===== config.mk =====
export PLATFORM = sky130hd
export DESIGN_NAME = sct_timing_engine
export DESIGN_NICKNAME = d
export VERILOG_FILES = /design/src/hdl/sct_pkg.sv /design/src/hdl/sct_delay_line.sv /design/src/hdl/sct_timing_engine.sv
export SDC_FILE = /design/constraint.sdc
export NUM_CORES = 1
export LEC_CHECK = 0
export ABC_AREA = 1
export BUFFER_PORTS_ARGS = -buffer_cell sky130_fd_sc_hd__buf_2
export CAP_MARGIN = 5
export CORE_UTILIZATION = 30
export CTS_BUF_LIST = sky130_fd_sc_hd__clkbuf_4
export DETAILED_ROUTE_END_ITERATION = 8
export PLACE_DENSITY_LB_ADDON = 0.3
export SYNTH_ARGS = -nofsm -noshare
export SYNTH_HDL_FRONTEND = slang
export SYNTH_SLANG_ARGS = --single-unit

===== constraint.sdc =====
create_clock -name i_mclk -period 1.87 [get_ports i_mclk]
set_input_delay 0.374 -clock i_mclk [delete_from_list [all_inputs] [get_ports i_mclk]]
set_output_delay 0.374 -clock i_mclk [all_outputs]
set_load 0.03 [all_outputs]

===== src/hdl/sct_pkg.sv =====
// Package of timing constants and types for the SDRAM command timing engine.
package sct_pkg;
  // Command encodings presented on the command port.
  typedef enum logic [3:0] {
    SCT_CMD_NOP,
    SCT_CMD_MRS,
    SCT_CMD_REF,
    SCT_CMD_ACT,
    SCT_CMD_PRE,
    SCT_CMD_WR,
    SCT_CMD_RD,
    SCT_CMD_ZQCS
  } sct_cmd_t;

  // Burst modes of a write.
  typedef enum logic [1:0] {
    SCT_BURST_BL8,
    SCT_BURST_BC4_OTF,
    SCT_BURST_BC4_FIXED
  } sct_burst_t;

  // Power state as seen by the device.
  typedef enum logic [1:0] {
    SCT_PWR_ACTIVE,
    SCT_PWR_DRAIN,
    SCT_PWR_DOWN,
    SCT_PWR_PPD_FROZEN
  } sct_pwr_t;

  localparam int SCT_CLK_PERIOD_PS = 25000;
  localparam int SCT_CNT_W = 8;
  localparam logic [SCT_CNT_W-1:0] SCT_CNT_ZERO = 8'h00;
  localparam logic [SCT_CNT_W-1:0] SCT_CNT_ONE = 8'h01;
  // Spacing between mode register set commands in clock_cycle_unit.
  localparam logic [SCT_CNT_W-1:0] SCT_MODE_SET_SPACING = 8'h04;
  // Write start offsets beyond write_latency.
  localparam logic [SCT_CNT_W-1:0] SCT_WR_START_BL8 = 8'h04;
  localparam logic [SCT_CNT_W-1:0] SCT_WR_START_BC4_FIXED = 8'h02;
  // ODT high windows.
  localparam logic [SCT_CNT_W-1:0] SCT_ODT_SHORT_HIGH_WINDOW = 8'h04;
  localparam logic [SCT_CNT_W-1:0] SCT_ODT_LONG_HIGH_WINDOW = 8'h06;
  // ZQ short calibration length in clock_cycle_unit.
  localparam logic [SCT_CNT_W-1:0] SCT_ZQCS_CYCLES = 8'h40;
  // Busy time of an internal row/refresh operation, in ns, and as cycles rounded up.
  localparam int SCT_ROW_OP_NS = 110;
  localparam int SCT_ROW_OP_CYC_I = (SCT_ROW_OP_NS * 1000 + SCT_CLK_PERIOD_PS - 1)
                                    / SCT_CLK_PERIOD_PS;
  localparam logic [SCT_CNT_W-1:0] SCT_ROW_OP_CYC = SCT_ROW_OP_CYC_I[SCT_CNT_W-1:0];
  // Write recovery minimum in ns, rounded up to cycles.
  localparam int SCT_WR_MIN_NS = 15;
  localparam int SCT_WR_CYC_I = (SCT_WR_MIN_NS * 1000 + SCT_CLK_PERIOD_PS - 1)
                                / SCT_CLK_PERIOD_PS;
  localparam logic [SCT_CNT_W-1:0] SCT_WR_CYC = SCT_WR_CYC_I[SCT_CNT_W-1:0];
  // Asynchronous termination delay, longest 8.5 ns, rounded down but at least one cycle.
  localparam int SCT_AODT_PS = 8500;
  localparam int SCT_AODT_CYC_I = (SCT_AODT_PS / SCT_CLK_PERIOD_PS) < 1 ? 1
                                  : (SCT_AODT_PS / SCT_CLK_PERIOD_PS);
  localparam logic [SCT_CNT_W-1:0] SCT_AODT_CYC = SCT_AODT_CYC_I[SCT_CNT_W-1:0];
  // Refresh bookkeeping: one regular plus eight posted.
  localparam logic [3:0] SCT_REF_MAX_OWED = 4'h9;
  localparam int SCT_REFI_NS = 7800;
  localparam int SCT_REFI_CYC = SCT_REFI_NS * 1000 / SCT_CLK_PERIOD_PS;
  localparam logic [3:0] SCT_WL_DEFAULT = 4'h5;
endpackage


===== src/hdl/sct_delay_line.sv =====
// Delay line that fires a pulse a programmable number of cycles after a start.
`timescale 1ns/100ps
module sct_delay_line (
  // Clock and reset.
  input wire logic i_mclk,
  input wire logic i_rst,
  // Start request and delay.
  input wire logic i_start,
  input wire logic [sct_pkg::SCT_CNT_W-1:0] i_delay,
  // Output.
  output logic o_fire,
  output logic o_busy
);
  typedef struct packed {
    logic [sct_pkg::SCT_CNT_W-1:0] cnt;
    logic busy;
    logic fire;
  } sct_dl_state_t;

  sct_dl_state_t st_r;
  sct_dl_state_t st_nxt;

  // Count actual clock edges; a new start restarts the count.
  always_comb begin
    st_nxt = st_r;
    st_nxt.fire = 1'b0;
    if (i_start) begin
      st_nxt.cnt = i_delay;
      st_nxt.busy = 1'b1;
    end else if (st_r.busy) begin
      if (st_r.cnt <= sct_pkg::SCT_CNT_ONE) begin
        st_nxt.busy = 1'b0;
        st_nxt.fire = 1'b1;
      end else begin
        st_nxt.cnt = st_r.cnt - sct_pkg::SCT_CNT_ONE;
      end
    end
  end

  // State register.
  always_ff @(posedge i_mclk) begin
    if (i_rst) begin
      st_r <= '0;
    end else begin
      st_r <= st_nxt;
    end
  end

  assign o_fire = st_r.fire;
  assign o_busy = st_r.busy;
endmodule // sct_delay_line


===== src/hdl/sct_timing_engine.sv =====
// Device-side command timing engine: write start, power-down, ODT, ZQ and refresh state.
// Operation
// - Count spacings in real registered clock edges, e.g. four between mode sets.
// - Row-operation and write-recovery nanosecond parameters become cycle counts rounded up; device honours them.
// - Internal write starts five cycles after write latency, three for fixed chop.
// - CKE low may arrive mid-operation; power-down state waits for completion.
// - Frozen-DLL precharge power-down uses asynchronous termination delays.
// - ZQ short calibration finishes its correction within 64 clock cycles.
`timescale 1ns/100ps
module sct_timing_engine (
  // Clock and reset.
  input wire logic i_mclk,
  input wire logic i_rst,
  // Registered command inputs.
  input wire logic [3:0] i_cmd,
  input wire logic [1:0] i_burst,
  input wire logic [3:0] i_write_latency,
  input wire logic i_cke,
  input wire logic i_odt,
  input wire logic i_dll_frozen,
  input wire logic i_mpr_read_end,
  // Status outputs.
  output logic o_write_start,
  output logic o_op_busy,
  output logic o_pwr_down,
  output logic o_ppd_frozen,
  output logic o_term_on,
  output logic o_zq_busy,
  output logic o_mode_set_ready,
  output logic [3:0] o_ref_owed,
  output logic o_timing_error
);
  typedef struct packed {
    sct_pkg::sct_pwr_t pwr;
    logic [sct_pkg::SCT_CNT_W-1:0] op_cnt;
    logic [sct_pkg::SCT_CNT_W-1:0] mrd_cnt;
    logic [sct_pkg::SCT_CNT_W-1:0] zq_cnt;
    logic [sct_pkg::SCT_CNT_W-1:0] odt_cnt;
    logic [sct_pkg::SCT_CNT_W-1:0] aodt_cnt;
    logic odt_prev;
    logic term_on;
    logic [3:0] ref_owed;
    logic [15:0] refi_cnt;
    logic err;
    logic write_start;
  } sct_state_t;

  localparam logic [15:0] REFI_CYC = sct_pkg::SCT_REFI_CYC[15:0];

  sct_state_t st_r;
  sct_state_t st_nxt;
  sct_pkg::sct_cmd_t cmd;
  logic wr_fire;
  logic [sct_pkg::SCT_CNT_W-1:0] wr_delay;
  logic is_wr;

  assign cmd = sct_pkg::sct_cmd_t'(i_cmd);
  assign is_wr = (cmd == sct_pkg::SCT_CMD_WR) && i_cke;

  // Write start offset after write latency chosen by burst mode.
  always_comb begin
    if (sct_pkg::sct_burst_t'(i_burst) == sct_pkg::SCT_BURST_BC4_FIXED) begin
      wr_delay = {4'h0, i_write_latency} + sct_pkg::SCT_WR_START_BC4_FIXED;
    end else begin
      wr_delay = {4'h0, i_write_latency} + sct_pkg::SCT_WR_START_BL8;
    end
  end

  // Counts edges from the write command to the internal write start.
  sct_delay_line u_wr_delay (
    .i_mclk(i_mclk),
    .i_rst(i_rst),
    .i_start(is_wr),
    .i_delay(wr_delay),
    .o_fire(wr_fire),
    .o_busy()
  );

  // Next-state logic for all timing trackers.
  always_comb begin
    st_nxt = st_r;
    st_nxt.write_start = wr_fire;
    st_nxt.odt_prev = i_odt;
    // Down-counters advance once per real clock edge, never by elapsed time.
    if (st_r.op_cnt != sct_pkg::SCT_CNT_ZERO) begin
      st_nxt.op_cnt = st_r.op_cnt - sct_pkg::SCT_CNT_ONE;
    end
    if (st_r.mrd_cnt != sct_pkg::SCT_CNT_ZERO) begin
      st_nxt.mrd_cnt = st_r.mrd_cnt - sct_pkg::SCT_CNT_ONE;
    end
    if (st_r.zq_cnt != sct_pkg::SCT_CNT_ZERO) begin
      st_nxt.zq_cnt = st_r.zq_cnt - sct_pkg::SCT_CNT_ONE;
    end
    if (st_r.odt_cnt != sct_pkg::SCT_CNT_ZERO) begin
      st_nxt.odt_cnt = st_r.odt_cnt - sct_pkg::SCT_CNT_ONE;
    end
    if (i_cke) begin
      unique case (cmd)
        sct_pkg::SCT_CMD_MRS: begin
          // A mode set before the spacing expires is flagged as illegal timing.
          if (st_r.mrd_cnt != sct_pkg::SCT_CNT_ZERO) begin
            st_nxt.err = 1'b1;
          end
          // The taking edge is the first of the four, so the next mode set at Tm+4 is legal.
          st_nxt.mrd_cnt = sct_pkg::SCT_MODE_SET_SPACING - sct_pkg::SCT_CNT_ONE;
        end
        sct_pkg::SCT_CMD_ACT, sct_pkg::SCT_CMD_PRE: begin
          st_nxt.op_cnt = sct_pkg::SCT_ROW_OP_CYC;
        end
        sct_pkg::SCT_CMD_REF: begin
          st_nxt.op_cnt = sct_pkg::SCT_ROW_OP_CYC;
        end
        sct_pkg::SCT_CMD_ZQCS: begin
          st_nxt.zq_cnt = sct_pkg::SCT_ZQCS_CYCLES;
        end
        sct_pkg::SCT_CMD_WR: begin
          st_nxt.op_cnt = wr_delay + sct_pkg::SCT_WR_CYC;
        end
        sct_pkg::SCT_CMD_NOP, sct_pkg::SCT_CMD_RD: begin
        end
        default: begin
        end
      endcase
    end
    // Refresh bookkeeping: interval ticks add debt, refreshes repay it.
    if (st_r.refi_cnt == REFI_CYC - 16'h0001) begin
      st_nxt.refi_cnt = 16'h0000;
      if (st_r.ref_owed >= sct_pkg::SCT_REF_MAX_OWED) begin
        st_nxt.err = 1'b1;
      end else begin
        st_nxt.ref_owed = st_r.ref_owed + 4'h1;
      end
    end else begin
      st_nxt.refi_cnt = st_r.refi_cnt + 16'h0001;
    end
    if (i_cke && cmd == sct_pkg::SCT_CMD_REF && st_nxt.ref_owed != 4'h0) begin
      st_nxt.ref_owed = st_nxt.ref_owed - 4'h1;
    end
    // Power state; CKE low during an operation drains it first.
    unique case (st_r.pwr)
      sct_pkg::SCT_PWR_ACTIVE: begin
        if (!i_cke) begin
          st_nxt.pwr = (st_r.op_cnt != sct_pkg::SCT_CNT_ZERO) ? sct_pkg::SCT_PWR_DRAIN
                       : (i_dll_frozen ? sct_pkg::SCT_PWR_PPD_FROZEN
                          : sct_pkg::SCT_PWR_DOWN);
        end
      end
      sct_pkg::SCT_PWR_DRAIN: begin
        if (i_cke) begin
          st_nxt.pwr = sct_pkg::SCT_PWR_ACTIVE;
        end else if (st_r.op_cnt <= sct_pkg::SCT_CNT_ONE) begin
          st_nxt.pwr = i_dll_frozen ? sct_pkg::SCT_PWR_PPD_FROZEN
                       : sct_pkg::SCT_PWR_DOWN;
        end
      end
      sct_pkg::SCT_PWR_DOWN, sct_pkg::SCT_PWR_PPD_FROZEN: begin
        if (i_cke) begin
          st_nxt.pwr = sct_pkg::SCT_PWR_ACTIVE;
        end
      end
    endcase
    // Termination follows ODT: synchronously, or after async delay when frozen.
    if (st_r.pwr == sct_pkg::SCT_PWR_PPD_FROZEN) begin
      if (i_odt != st_r.term_on) begin
        if (st_r.aodt_cnt >= sct_pkg::SCT_AODT_CYC - sct_pkg::SCT_CNT_ONE) begin
          st_nxt.term_on = i_odt;
          st_nxt.aodt_cnt = sct_pkg::SCT_CNT_ZERO;
        end else begin
          st_nxt.aodt_cnt = st_r.aodt_cnt + sct_pkg::SCT_CNT_ONE;
        end
      end else begin
        st_nxt.aodt_cnt = sct_pkg::SCT_CNT_ZERO;
      end
    end else begin
      st_nxt.term_on = i_odt;
      st_nxt.aodt_cnt = sct_pkg::SCT_CNT_ZERO;
    end
    // ODT high window start; a BL8 write in the window stretches it to the long one, other writes restart the short one.
    if (i_odt && !st_r.odt_prev) begin
      st_nxt.odt_cnt = (is_wr && sct_pkg::sct_burst_t'(i_burst) == sct_pkg::SCT_BURST_BL8)
                       ? sct_pkg::SCT_ODT_LONG_HIGH_WINDOW - sct_pkg::SCT_CNT_ONE
                       : sct_pkg::SCT_ODT_SHORT_HIGH_WINDOW - sct_pkg::SCT_CNT_ONE;
    end else if (i_odt && is_wr) begin
      st_nxt.odt_cnt = (sct_pkg::sct_burst_t'(i_burst) == sct_pkg::SCT_BURST_BL8)
                       ? sct_pkg::SCT_ODT_LONG_HIGH_WINDOW - sct_pkg::SCT_CNT_ONE
                       : sct_pkg::SCT_ODT_SHORT_HIGH_WINDOW - sct_pkg::SCT_CNT_ONE;
    end
    // ODT dropping inside its window is illegal timing.
    if (!i_odt && st_r.odt_prev && st_r.odt_cnt != sct_pkg::SCT_CNT_ZERO) begin
      st_nxt.err = 1'b1;
    end
    // Readout register recovery restarts the mode set spacing.
    if (i_mpr_read_end) begin
      st_nxt.mrd_cnt = sct_pkg::SCT_MODE_SET_SPACING - sct_pkg::SCT_CNT_ONE;
    end
  end

  // State register.
  always_ff @(posedge i_mclk) begin
    if (i_rst) begin
      st_r <= '0;
    end else begin
      st_r <= st_nxt;
    end
  end

  // Outputs straight from state flops.
  assign o_write_start = st_r.write_start;
  assign o_op_busy = (st_r.op_cnt != sct_pkg::SCT_CNT_ZERO);
  assign o_pwr_down = (st_r.pwr == sct_pkg::SCT_PWR_DOWN)
                      || (st_r.pwr == sct_pkg::SCT_PWR_PPD_FROZEN);
  assign o_ppd_frozen = (st_r.pwr == sct_pkg::SCT_PWR_PPD_FROZEN);
  assign o_term_on = st_r.term_on;
  assign o_zq_busy = (st_r.zq_cnt != sct_pkg::SCT_CNT_ZERO);
  assign o_mode_set_ready = (st_r.mrd_cnt == sct_pkg::SCT_CNT_ZERO);
  assign o_ref_owed = st_r.ref_owed;
  assign o_timing_error = st_r.err;
endmodule // sct_timing_engine


==> results of run 1 <==
state kept, by name (all words and copies together), names as in the netlist:
name,cells
st_r,51
o_write_start,1
o_term_on,1
o_ref_owed,4
u_wr_delay.st_r,8
o_timing_error,1
u_wr_delay.o_fire,1
u_wr_delay.o_busy,1
timing repair:
item,in CTS,in global routing
hold buffers,0,0
pin swaps,13,32
gates resized for setup,30,62
setup endpoints to repair,6,19
buffers inserted,15,14
through the flow:
step,TNS (ps),hold slack [ps]
after floorplan,0,388
after global placement,0,408
after CTS,-58.5,176
after detailed placement,-35.8,414
final,-35.3,197
after global routing,-506,155
final timing paths:
| path | depth (start not counted) | slack [ps] | start | to |
|---|---|---|---|---|
| worst max-delay path | 7 | -30 | st_r[42] | o_zq_busy |
| worst min-delay path | 2 | 200 | i_write_latency[0] | st_r[56] |
| worst min register to register | 2 | 440 | u_wr_delay.o_fire | o_write_start |
| worst max register to register | 16 | 30 | o_ref_owed[1] | o_ref_owed[0] |
per-layer routing:
layer	wire, um	up-vias	global-route usage (%)
li1	-	1968	-
met1	4330	1665	17.3
met2	4380	44	23.1
met3	346	6	4.97
met4	57	0	2.65
met5	0	-	0
Yosys cell counts, drive strengths merged, types with 5 or more instances:
| library cell | count | area [sq um] |
|---|---|---|
| inv | 77 | 289 |
| nor2 | 100 | 405 |
| nand2 | 126 | 495 |
| xnor2 | 13 | 114 |
| ha | 17 | 213 |
| buf | 7 | 42.5 |
| o21ai | 24 | 120 |
| nor3 | 20 | 111 |
| dfxtp | 68 | 1360 |
| nand3 | 27 | 150 |
| xor2 | 16 | 140 |
| a21oi | 34 | 185 |
| nand4 | 5 | 31.3 |
cells by family (layout without fill, tap and decap cells):
logic type               Yosys count  count (layout)
buffers and inverters             88             174
XOR/XNOR                          29              29
AO/OA/AOI/OAI                     73              73
adder cells (fa/ha/maj)           17              17
flip-flops                        68              68
AND/OR/NAND/NOR                  290             290
where the power goes:
part           total [mW]  internal [mW]  leakage [nW]  switching (mW)
Combinational        2.52           1.17          1.65            1.35
Sequential           1.95           1.72         0.564           0.233
Clock                1.12          0.556        0.0826           0.562
worst max-delay path: cells and delay by family (launching register included):
kind                   cells  cell delay (ps)
buffers and inverters      2              210
flip-flops                 1              360
AND/OR/NAND/NOR            5              530
final cells by class:
type                    instances  area [sq um]  area share (%)
well taps                     172           215            4.28
multi-input cells             409          2400            47.6
flip-flops and latches         68          1390            27.6
clock buffers                  10          75.1            1.49
inverters                      78           299            5.94
clock inverters                 6          88.8            1.76
repair buffers                 80           567            11.3
==> implementation parameters, run 1 <==
Parameter                              Value

Run status
  Violations in the final reports ... setup timing
  Outcome ... finished with violations

Floorplanning
  Row count ... 41
  DIE WIDTH ... 116 um
  Initial core utilization ... 30.7%
  I/O pin count ... 28
  Core Footprint ... 12600 sq um
  Die Y-Extent ... 116 um
  Die Footprint ... about 13000 sq um

Setup path
  Slowest cell on the critical path ... dfxtp_1
  Nature of the critical path endpoint ... output pin
  Worst path max stage delay ... 360 ps
  Crit path launch type ... flip-flop
  CP Cell Sequence ... nor2_1, nand2_4, inv_4, nand3_4, nor2_4, nand2_2, buf_6
  Worst path arrival time ... 1520 ps
  Kind of critical path ... flip-flop to output pin
  Maximum fanout count along the critical path ... 3
  Worst endpoint required time ... 1500 ps

Global route
  Antenna violations before repair ... 0
  Global-route wire length before repair ... 14.7 mm
  GRT Total Usage ... between 10% and 20%
  Vias in the first global route ... approximately 3400
  Largest net degree at the start of global routing ... 18
  Total grt overflow ... 0

Timing
  Final period demand of the worst path ... 1900 ps
  Worst setup skew after layout ... roughly 13 ps
  Final Slew Violations ... 0
  Fmax ... 527 MHz
  Number of hold-slack violations in the final timing report ... 0
  Slew of the pin with the lowest slew margin ... 488 ps
  Period utilization ... 102%
  Relative slew slack ... 67.2%
  RSZ-0062 raised after global routing ... true
  Worst path setup slack after routing ... -28.4 ps
  Final setup violating endpoints ... 2

Layout
  Number of nets in the finished design ... 679
  Antenna diode instance count ... 0
  Final core utilization ... 39.9%
  Post-layout instance count excluding filler cells ... 823
  Commonest cells after routing, fill and taps aside ... 106 x nand2_1, 82 x nor2_1, 57 x inv_1
  Most common library cell in the layout ignoring fill and taps ... nand2_1
  Share of final-layout standard cells stronger than drive strength 1 ... 30.4%
  Layout filler cell count ... 1343
  Synth-to-Final Area Change ... 29.8%
  Summed area of non-filler cells in the final layout ... between 5000 and 6000 sq um

Placement
  HPWL reported at the end of detailed placement ... 6.55 mm
  Post-placement setup slack ... -32.7 ps
  Placed instance area ... around 4400 sq um
  Number of placed instances with taps included ... 780
  Port Buf Inserts ... 27
  Placer congestion estimate ... 0.852

Drt
  DR WL/cell ... 11.1 um
  Vias after detailed routing ... 3683
  Antenna Nets Post-Route ... 0
  Final wirelength ... 9.12 mm
  First-pass DRT Iterations ... 4
  Number of design rule violations left after detail routing ... 0
  DRT iter0 DRCs ... 184
  Via-to-Cell Ratio ... 4.48

Yosys
  Count of cell types in the netlist ... 43
  Share of synthesized area spent on multiplexers ... 0%
  Fraction of the mapped netlist area in simple logic gates ... 33.1%
  Number of enable flip-flop cells after synthesis ... 0
  Largest family of logic cells by synthesized area ... simple AND/OR/NAND/NOR gates
  Post-synthesis cell count ... 565
  Share of async-settable or async-resettable flops after synthesis ... 0%
  Synthesis-stage register bit count ... 68
  Synth Warn # ... 0
  Synthesized-area fraction occupied by adder cells ... 5.48%
  Top_reg_cell synth ... dfxtp_1
  XOR/XNOR Fraction of Synth Area ... 6.55%
  Synthesized Nets ... 598
  Area of the mapped netlist ... 3880 sq um
  Part of the Yosys area used for sequential elements ... 35.1%
  Fraction of the mapped netlist area in compound gates ... 10.8%
  Avg Synthesized Cell Area ... 6.86 sq um

CTS
  H-tree lvl count ... 3
  Root Driver ... clkbuf_4
  Clock tree sinks ... 68
  CTS clock-pin slew for the worst setup and hold paths ... 110 ps
  Longest Clk Path Bufs ... 2
  TritonCTS clock tree ... built
  Clock latency of the later-clocked register in the worst-skew pair ... 440 ps
  Inserted Clock Buffers ... 9

Pwr
  Leakage component of the power ... 2.30 nW
  Worst vdd rail ir drop ... 0.976 mV
  Total chip power ... 5.60 mW
  Areal power density over the cells ... 1110 nW/um^2

Flow run
  Max-Cap Viols ... 0

Hold path
  Worst hold path type ... input port to flip-flop
(Power assumes the default switching activity.)
==> run 2, diff against run 1 <==
--- a/config.mk
+++ b/config.mk
@@ -8,6 +8,7 @@
 export ABC_AREA = 1
 export BUFFER_PORTS_ARGS = -buffer_cell sky130_fd_sc_hd__buf_2
 export CAP_MARGIN = 5
+export CORE_MARGIN = 10
 export CORE_UTILIZATION = 30
 export CTS_BUF_LIST = sky130_fd_sc_hd__clkbuf_4
 export DETAILED_ROUTE_END_ITERATION = 8
==> run 2 against run 1 <==
  * The run now ends clean
  * Highest routed layer unchanged
  * Combinational power fell by 4%
  * Fmax rose by 2.7%
  * Utilization fell by 0.44 points
  * Total power fell by 8.0%
  * Largest power group unchanged
  * Clock skew fell by 6.0 ps
  * Critical endpoint is now o_mode_set_ready
  * Clock-buffer cell count did not move
  * Critical path depth fell by 3
  * Flip-flop and latch count did not move
==> implementation parameters, run 2 (synthesized netlist as in run 1, its figures left out) <==
Parameter                              Value

Floorplanning
  Initial core utilization ... between 30% and 40%
  DIE WIDTH ... 134 um
  Die Footprint ... 17900 sq um
  Row count ... 41
  I/O pin count ... 28
  Core Footprint ... 12600 sq um
  Die Y-Extent ... around 130 um

Placement
  Number of placed instances with taps included ... 781
  Placed instance area ... 4380 sq um
  Post-placement setup slack ... -63.8 ps
  HPWL reported at the end of detailed placement ... 6.93 mm
  Port Buf Inserts ... 27
  Placer congestion estimate ... 0.873

Drt
  Final wirelength ... 9.39 mm
  DRT iter0 DRCs ... 190
  Vias after detailed routing ... around 3800
  First-pass DRT Iterations ... 5
  Number of design rule violations left after detail routing ... 0
  DR WL/cell ... between 10 and 15 um
  Antenna Nets Post-Route ... 0
  Via-to-Cell Ratio ... 4.57

CTS
  H-tree lvl count ... 3
  Root Driver ... clkbuf_4
  Clock latency of the later-clocked register in the worst-skew pair ... 410 ps
  TritonCTS clock tree ... built
  CTS clock-pin slew for the worst setup and hold paths ... 100 ps
  Hold Buf Count CTS ... 0
  Longest Clk Path Bufs ... 2
  Inserted Clock Buffers ... 9
  Clock tree sinks ... 68

Timing
  Final period demand of the worst path ... 1850 ps
  Period utilization ... 98.8%
  Final setup violating endpoints ... 0
  Fmax ... 541 MHz
  Slew of the pin with the lowest slew margin ... 439 ps
  Final Slew Violations ... 0
  RSZ-0062 raised after global routing ... true
  Worst setup skew after layout ... 7.42 ps
  Final Hold Slack ... ~230 ps
  Number of hold-slack violations in the final timing report ... 0
  Relative slew slack ... 70.5%
  Worst path setup slack after routing ... roughly 22 ps

Global route
  Antenna violations before repair ... 0
  Total grt overflow ... 0
  Vias in the first global route ... 3543
  GRT Total Usage ... 10.2%
  Largest net degree at the start of global routing ... 18
  Global-route wire length before repair ... 15.4 mm

Setup path
  Nature of the critical path endpoint ... output pin
  Worst path arrival time ... 1470 ps
  Reg-to-reg slack, setup ... 20 ps
  Crit path launch type ... flip-flop
  Worst endpoint required time ... ~1500 ps
  Path depth of the worst reg2reg path ... 15
  Kind of critical path ... flip-flop to output pin
  Origin of the critical flop-to-flop path ... o_ref_owed[1]
  Worst flop-to-flop path endpoint ... o_ref_owed[0]
  Maximum fanout count along the critical path ... 3

Hold path
  Hold path startpoint ... i_write_latency[0]
  End point of the worst hold path ... st_r[56]
  Worst hold path cell count ... 2
  Worst hold path type ... input port to flip-flop

Flow run
  Max-Cap Viols ... 0

Layout
  Commonest cells after routing, fill and taps aside ... 109 x nand2_1, 81 x nor2_1, 57 x inv_1
  Most common library cell in the layout ignoring fill and taps ... nand2_1
  Antenna diode instance count ... 0
  Post-layout instance count excluding filler cells ... 824
  Number of nets in the finished design ... approximately 700
  Share of final-layout standard cells stronger than drive strength 1 ... 29.6%
  Most flop-heavy register ... st_r
  Max reg flops ... 51
  Summed area of non-filler cells in the final layout ... roughly 5000 sq um
  Synth-to-Final Area Change ... 28.4%

Pwr
  Areal power density over the cells ... 1030 nW/um^2
  Worst vdd rail ir drop ... 0.566 mV
  Leakage component of the power ... 2.28 nW
  Total chip power ... between 5 and 6 mW

Run status
  Outcome ... finished, final reports clean
-- run 2: cell types whose count changed in the layout (fill, tap and decap cells not counted), sizes merged --
cell,before,now
buf,80,83
bufinv,2,0
clkinv,3,5
clkinvlp,2,0
-- run 2: worst max path at each step --
stage | to | depth (start not counted) | slack (ps) | from
final | o_mode_set_ready | 4 | 20 | st_r[53]
after floorplan | o_ref_owed[2] | 15 | 4 | o_ref_owed[1]
after global routing | o_mode_set_ready | 4 | -110 | st_r[53]
after CTS | o_zq_busy | 8 | -60 | st_r[41]
after global placement | o_ref_owed[2] | 15 | 10 | o_ref_owed[1]
after detailed placement | o_ref_owed[2] | 15 | -60 | o_ref_owed[1]
-- run 2: metal layers --
| layer | track usage, % | share of wire, % |
|---|---|---|
| met5 | 0 | 0 |
| met4 | 2.90 | 0.97 |
| met3 | 3.01 | 3.5 |
| met2 | 17.6 | 49 |
| met1 | 11.8 | 46 |
-- run 2: where the power goes --
part | total (mW) | internal [mW] | leakage, nW | switching, mW
sequential | 1.96 | 1.73 | 0.562 | 0.231
combinational | 2.43 | 1.12 | 1.66 | 1.31
clock | 0.763 | 0.263 | 0.0593 | 0.499
total | 5.15 | 3.11 | 2.28 | 2.04
-- run 2: repair_timing --
action,CTS,global route
gates cloned,0,0
endpoints found under the setup margin,7,12
setup buffers,13,18
gates resized for setup,42,46
pin swaps,20,31
-- run 2: final cells by class --
class	count	area, sq um
Inverter	78	304
Timing Repair Buffer	83	593
Multi-Input combinational cell	409	2390
Fill cell	1339	7640
Clock buffer	10	75.1
Sequential cell	68	1390
Tap cell	172	215
Clock inverter	4	18.8
-- run 2: metrics by stage --
step	utilization (%)	setup TNS (ps)
5_1_grt	39.5	-382
3_5_place_dp	34.7	-153
2_1_floorplan	-	0
4_1_cts	37.2	-64.0
3_3_place_gp	34.7	0
6_report	39.5	0
-- run 2: critical path, stage by stage (launching register included) --
cell and delay [ps]:
dfxtp_2 350, nor4_4 310, nand4_1 190, clkinv_2 90, buf_6 130
==> run 3, diff against run 2 <==
--- a/config.mk
+++ b/config.mk
@@ -13,6 +13,8 @@
 export CTS_BUF_LIST = sky130_fd_sc_hd__clkbuf_4
 export DETAILED_ROUTE_END_ITERATION = 8
 export PLACE_DENSITY_LB_ADDON = 0.3
+export SETUP_SLACK_MARGIN = 0.15
+export SKIP_LAST_GASP = 1
 export SYNTH_ARGS = -nofsm -noshare
 export SYNTH_HDL_FRONTEND = slang
 export SYNTH_SLANG_ARGS = --single-unit
==> run 3 against run 2 <==
  * The run now ends with setup timing left
  * Global-route usage rose by 0.96 points
  * Utilization rose by 2.2 points
  * Clock skew increased by 14 ps
  * Via count is 0.82% higher
  * Wire length increased by 4.3%
  * First-iteration DRC count is 1.1% lower
  * Flip-flop and latch count is the same
  * Fmax down 4.6%
  * Cell count rose by 1.1%
  * Critical endpoint is now o_zq_busy
  * Largest power group unchanged
==> implementation parameters, run 3 (synthesized netlist as in run 1, its figures left out) <==
Parameter                              Value

Floorplanning
  Row count ... 41
  Die Y-Extent ... 134 um
  Core Footprint ... 12600 sq um
  DIE WIDTH ... 134 um
  Die Footprint ... roughly 18000 sq um
  Initial core utilization ... 30.7%
  I/O pin count ... 28

Setup path
  Worst path max stage delay ... 340 ps
  Worst path arrival time ... 1560 ps
  Worst path buffer plus inverter count ... 3
  Cell class contributing the biggest share of worst-path delay ... simple AND/OR/NAND/NOR gates
  Top cell by count, worst path ... nand2_4
  Slowest cell on the critical path ... dfxtp_2
  Maximum fanout count along the critical path ... 4
  Worst endpoint required time ... 1500 ps
  Kind of critical path ... flip-flop to output pin
  Crit path launch type ... flip-flop
  CP Cell Sequence ... inv_2, ha_4, nand2_4, inv_4, nand3_4, nor2_4, nand2_4, buf_6
  Nature of the critical path endpoint ... output pin

Timing
  Period utilization ... 104%
  Fmax ... 516 MHz
  Relative slew slack ... 62.8%
  Slew of the pin with the lowest slew margin ... 553 ps
  Final Hold Slack ... 180 ps
  Worst path setup slack after routing ... -68.2 ps
  Worst setup skew after layout ... around 22 ps
  RSZ-0062 raised after global routing ... true
  Final Slew Violations ... 0
  Final period demand of the worst path ... 1940 ps
  Final setup violating endpoints ... 2
  Number of hold-slack violations in the final timing report ... 0

CTS
  Longest Clk Path Bufs ... 2
  Clock latency of the later-clocked register in the worst-skew pair ... 460 ps
  CTS clock-pin slew for the worst setup and hold paths ... 130 ps
  H-tree lvl count ... 3
  TritonCTS clock tree ... built
  Inserted Clock Buffers ... 9
  Clock tree sinks ... just under 70
  Root Driver ... clkbuf_4

Layout
  Total area of multi-input combinational cells ... 2470 sq um
  Most common library cell in the layout ignoring fill and taps ... nand2_1
  Synth-to-Final Area Change ... 35.4%
  Layout filler cell count ... ~1300
  Max reg flops ... 51
  Summed area of non-filler cells in the final layout ... 5250 sq um
  Commonest cells after routing, fill and taps aside ... 105 x nand2_1, 80 x nor2_1, 57 x inv_1
  Storage cell area ... around 1400 sq um
  Most flop-heavy register ... st_r
  Number of nets in the finished design ... between 600 and 700
  Antenna diode instance count ... 0
  Share of final-layout standard cells stronger than drive strength 1 ... 33.4%

Global route
  Vias in the first global route ... roughly 3700
  Largest net degree at the start of global routing ... 17
  Global-route wire length before repair ... 16.6 mm
  Antenna violations before repair ... 0
  Total grt overflow ... 0
  GRT Total Usage ... 11.1%

Pwr
  Areal power density over the cells ... 1190 nW/um^2
  Worst vdd rail ir drop ... roughly 0.47 mV
  Leakage component of the power ... 2.37 nW

Hold path
  Worst hold path type ... input port to flip-flop

Drt
  DRT iter0 DRCs ... between 150 and 200
  First-pass DRT Iterations ... 4
  Final wirelength ... 9.79 mm
  Antenna Nets Post-Route ... 0
  DR WL/cell ... roughly 12 um
  Number of design rule violations left after detail routing ... 0
  Via-to-Cell Ratio ... 4.56
  Vias after detailed routing ... 3798

Placement
  Placer congestion estimate ... slightly below 0.9
  Port Buf Inserts ... 27
  HPWL reported at the end of detailed placement ... between 6 and 7 mm
  Placed instance area ... roughly 4400 sq um

Run status
  Violations in the final reports ... setup timing
  Outcome ... finished with violations

Flow run
  Max-Cap Viols ... 0
[run 3: where the power goes]
part,internal (mW),total [mW],switching (mW)
clock network,0.684,1.29,0.604
registers,1.73,1.97,0.243
logic,1.47,2.98,1.51
[run 3: path summary, 6_finish.rpt]
path / start / end / slack (ps) / depth (start not counted)
max: st_r[40] / o_zq_busy / -70 / 8
min: i_odt / o_term_on / 180 / 3
max reg2reg: st_r[51] / o_timing_error / 20 / 11
min reg2reg: u_wr_delay.o_fire / o_write_start / 430 / 2
[run 3: layout make-up]
class                           instances  share of cell area (%)
Multi-Input combinational cell        409                    47.1
Sequential cell                        68                    26.5
Timing Repair Buffer                   90                    12.8
Inverter                               78                    5.79
Tap cell                              172                    4.10
Clock inverter                          7                    2.36
Clock buffer                            9                    1.29
[run 3: timing repair]
action                                  CTS  global route
buffers inserted                         29            12
endpoints found under the setup margin    8            28
hold endpoints to repair                  0             0
pin swaps                                16            19
resized for setup                        48            57
hold buffers                              0             0
[run 3: through the flow]
| stage | worst slack (ps) | power (mW) | cells | util (%) | setup TNS, ps |
|---|---|---|---|---|---|
| global placement | 63.0 | 3.75 | 776 | 34.9 | 0 |
| finish | -68.2 | 6.23 | 833 | 41.6 | -94.8 |
| global route | -176 | 6.68 | 833 | 41.6 | -572 |
| CTS | -109 | 5.83 | 821 | 39.4 | -168 |
| floorplan | 110 | 3.38 | 565 | - | 0 |
| detailed placement | 16.5 | 3.81 | 776 | 34.9 | 0 |
[run 3: worst min-delay path, cell delays in order]
cell	delay, ps
buf_2	90
inv_1	70
nor2_1	80
[run 3: layer usage]
layer  wire (um)  global-route usage (%)
met5           0                       0
met4         195                    4.78
met3         345                    3.53
met2        4730                    18.6
met1        4530                    12.7
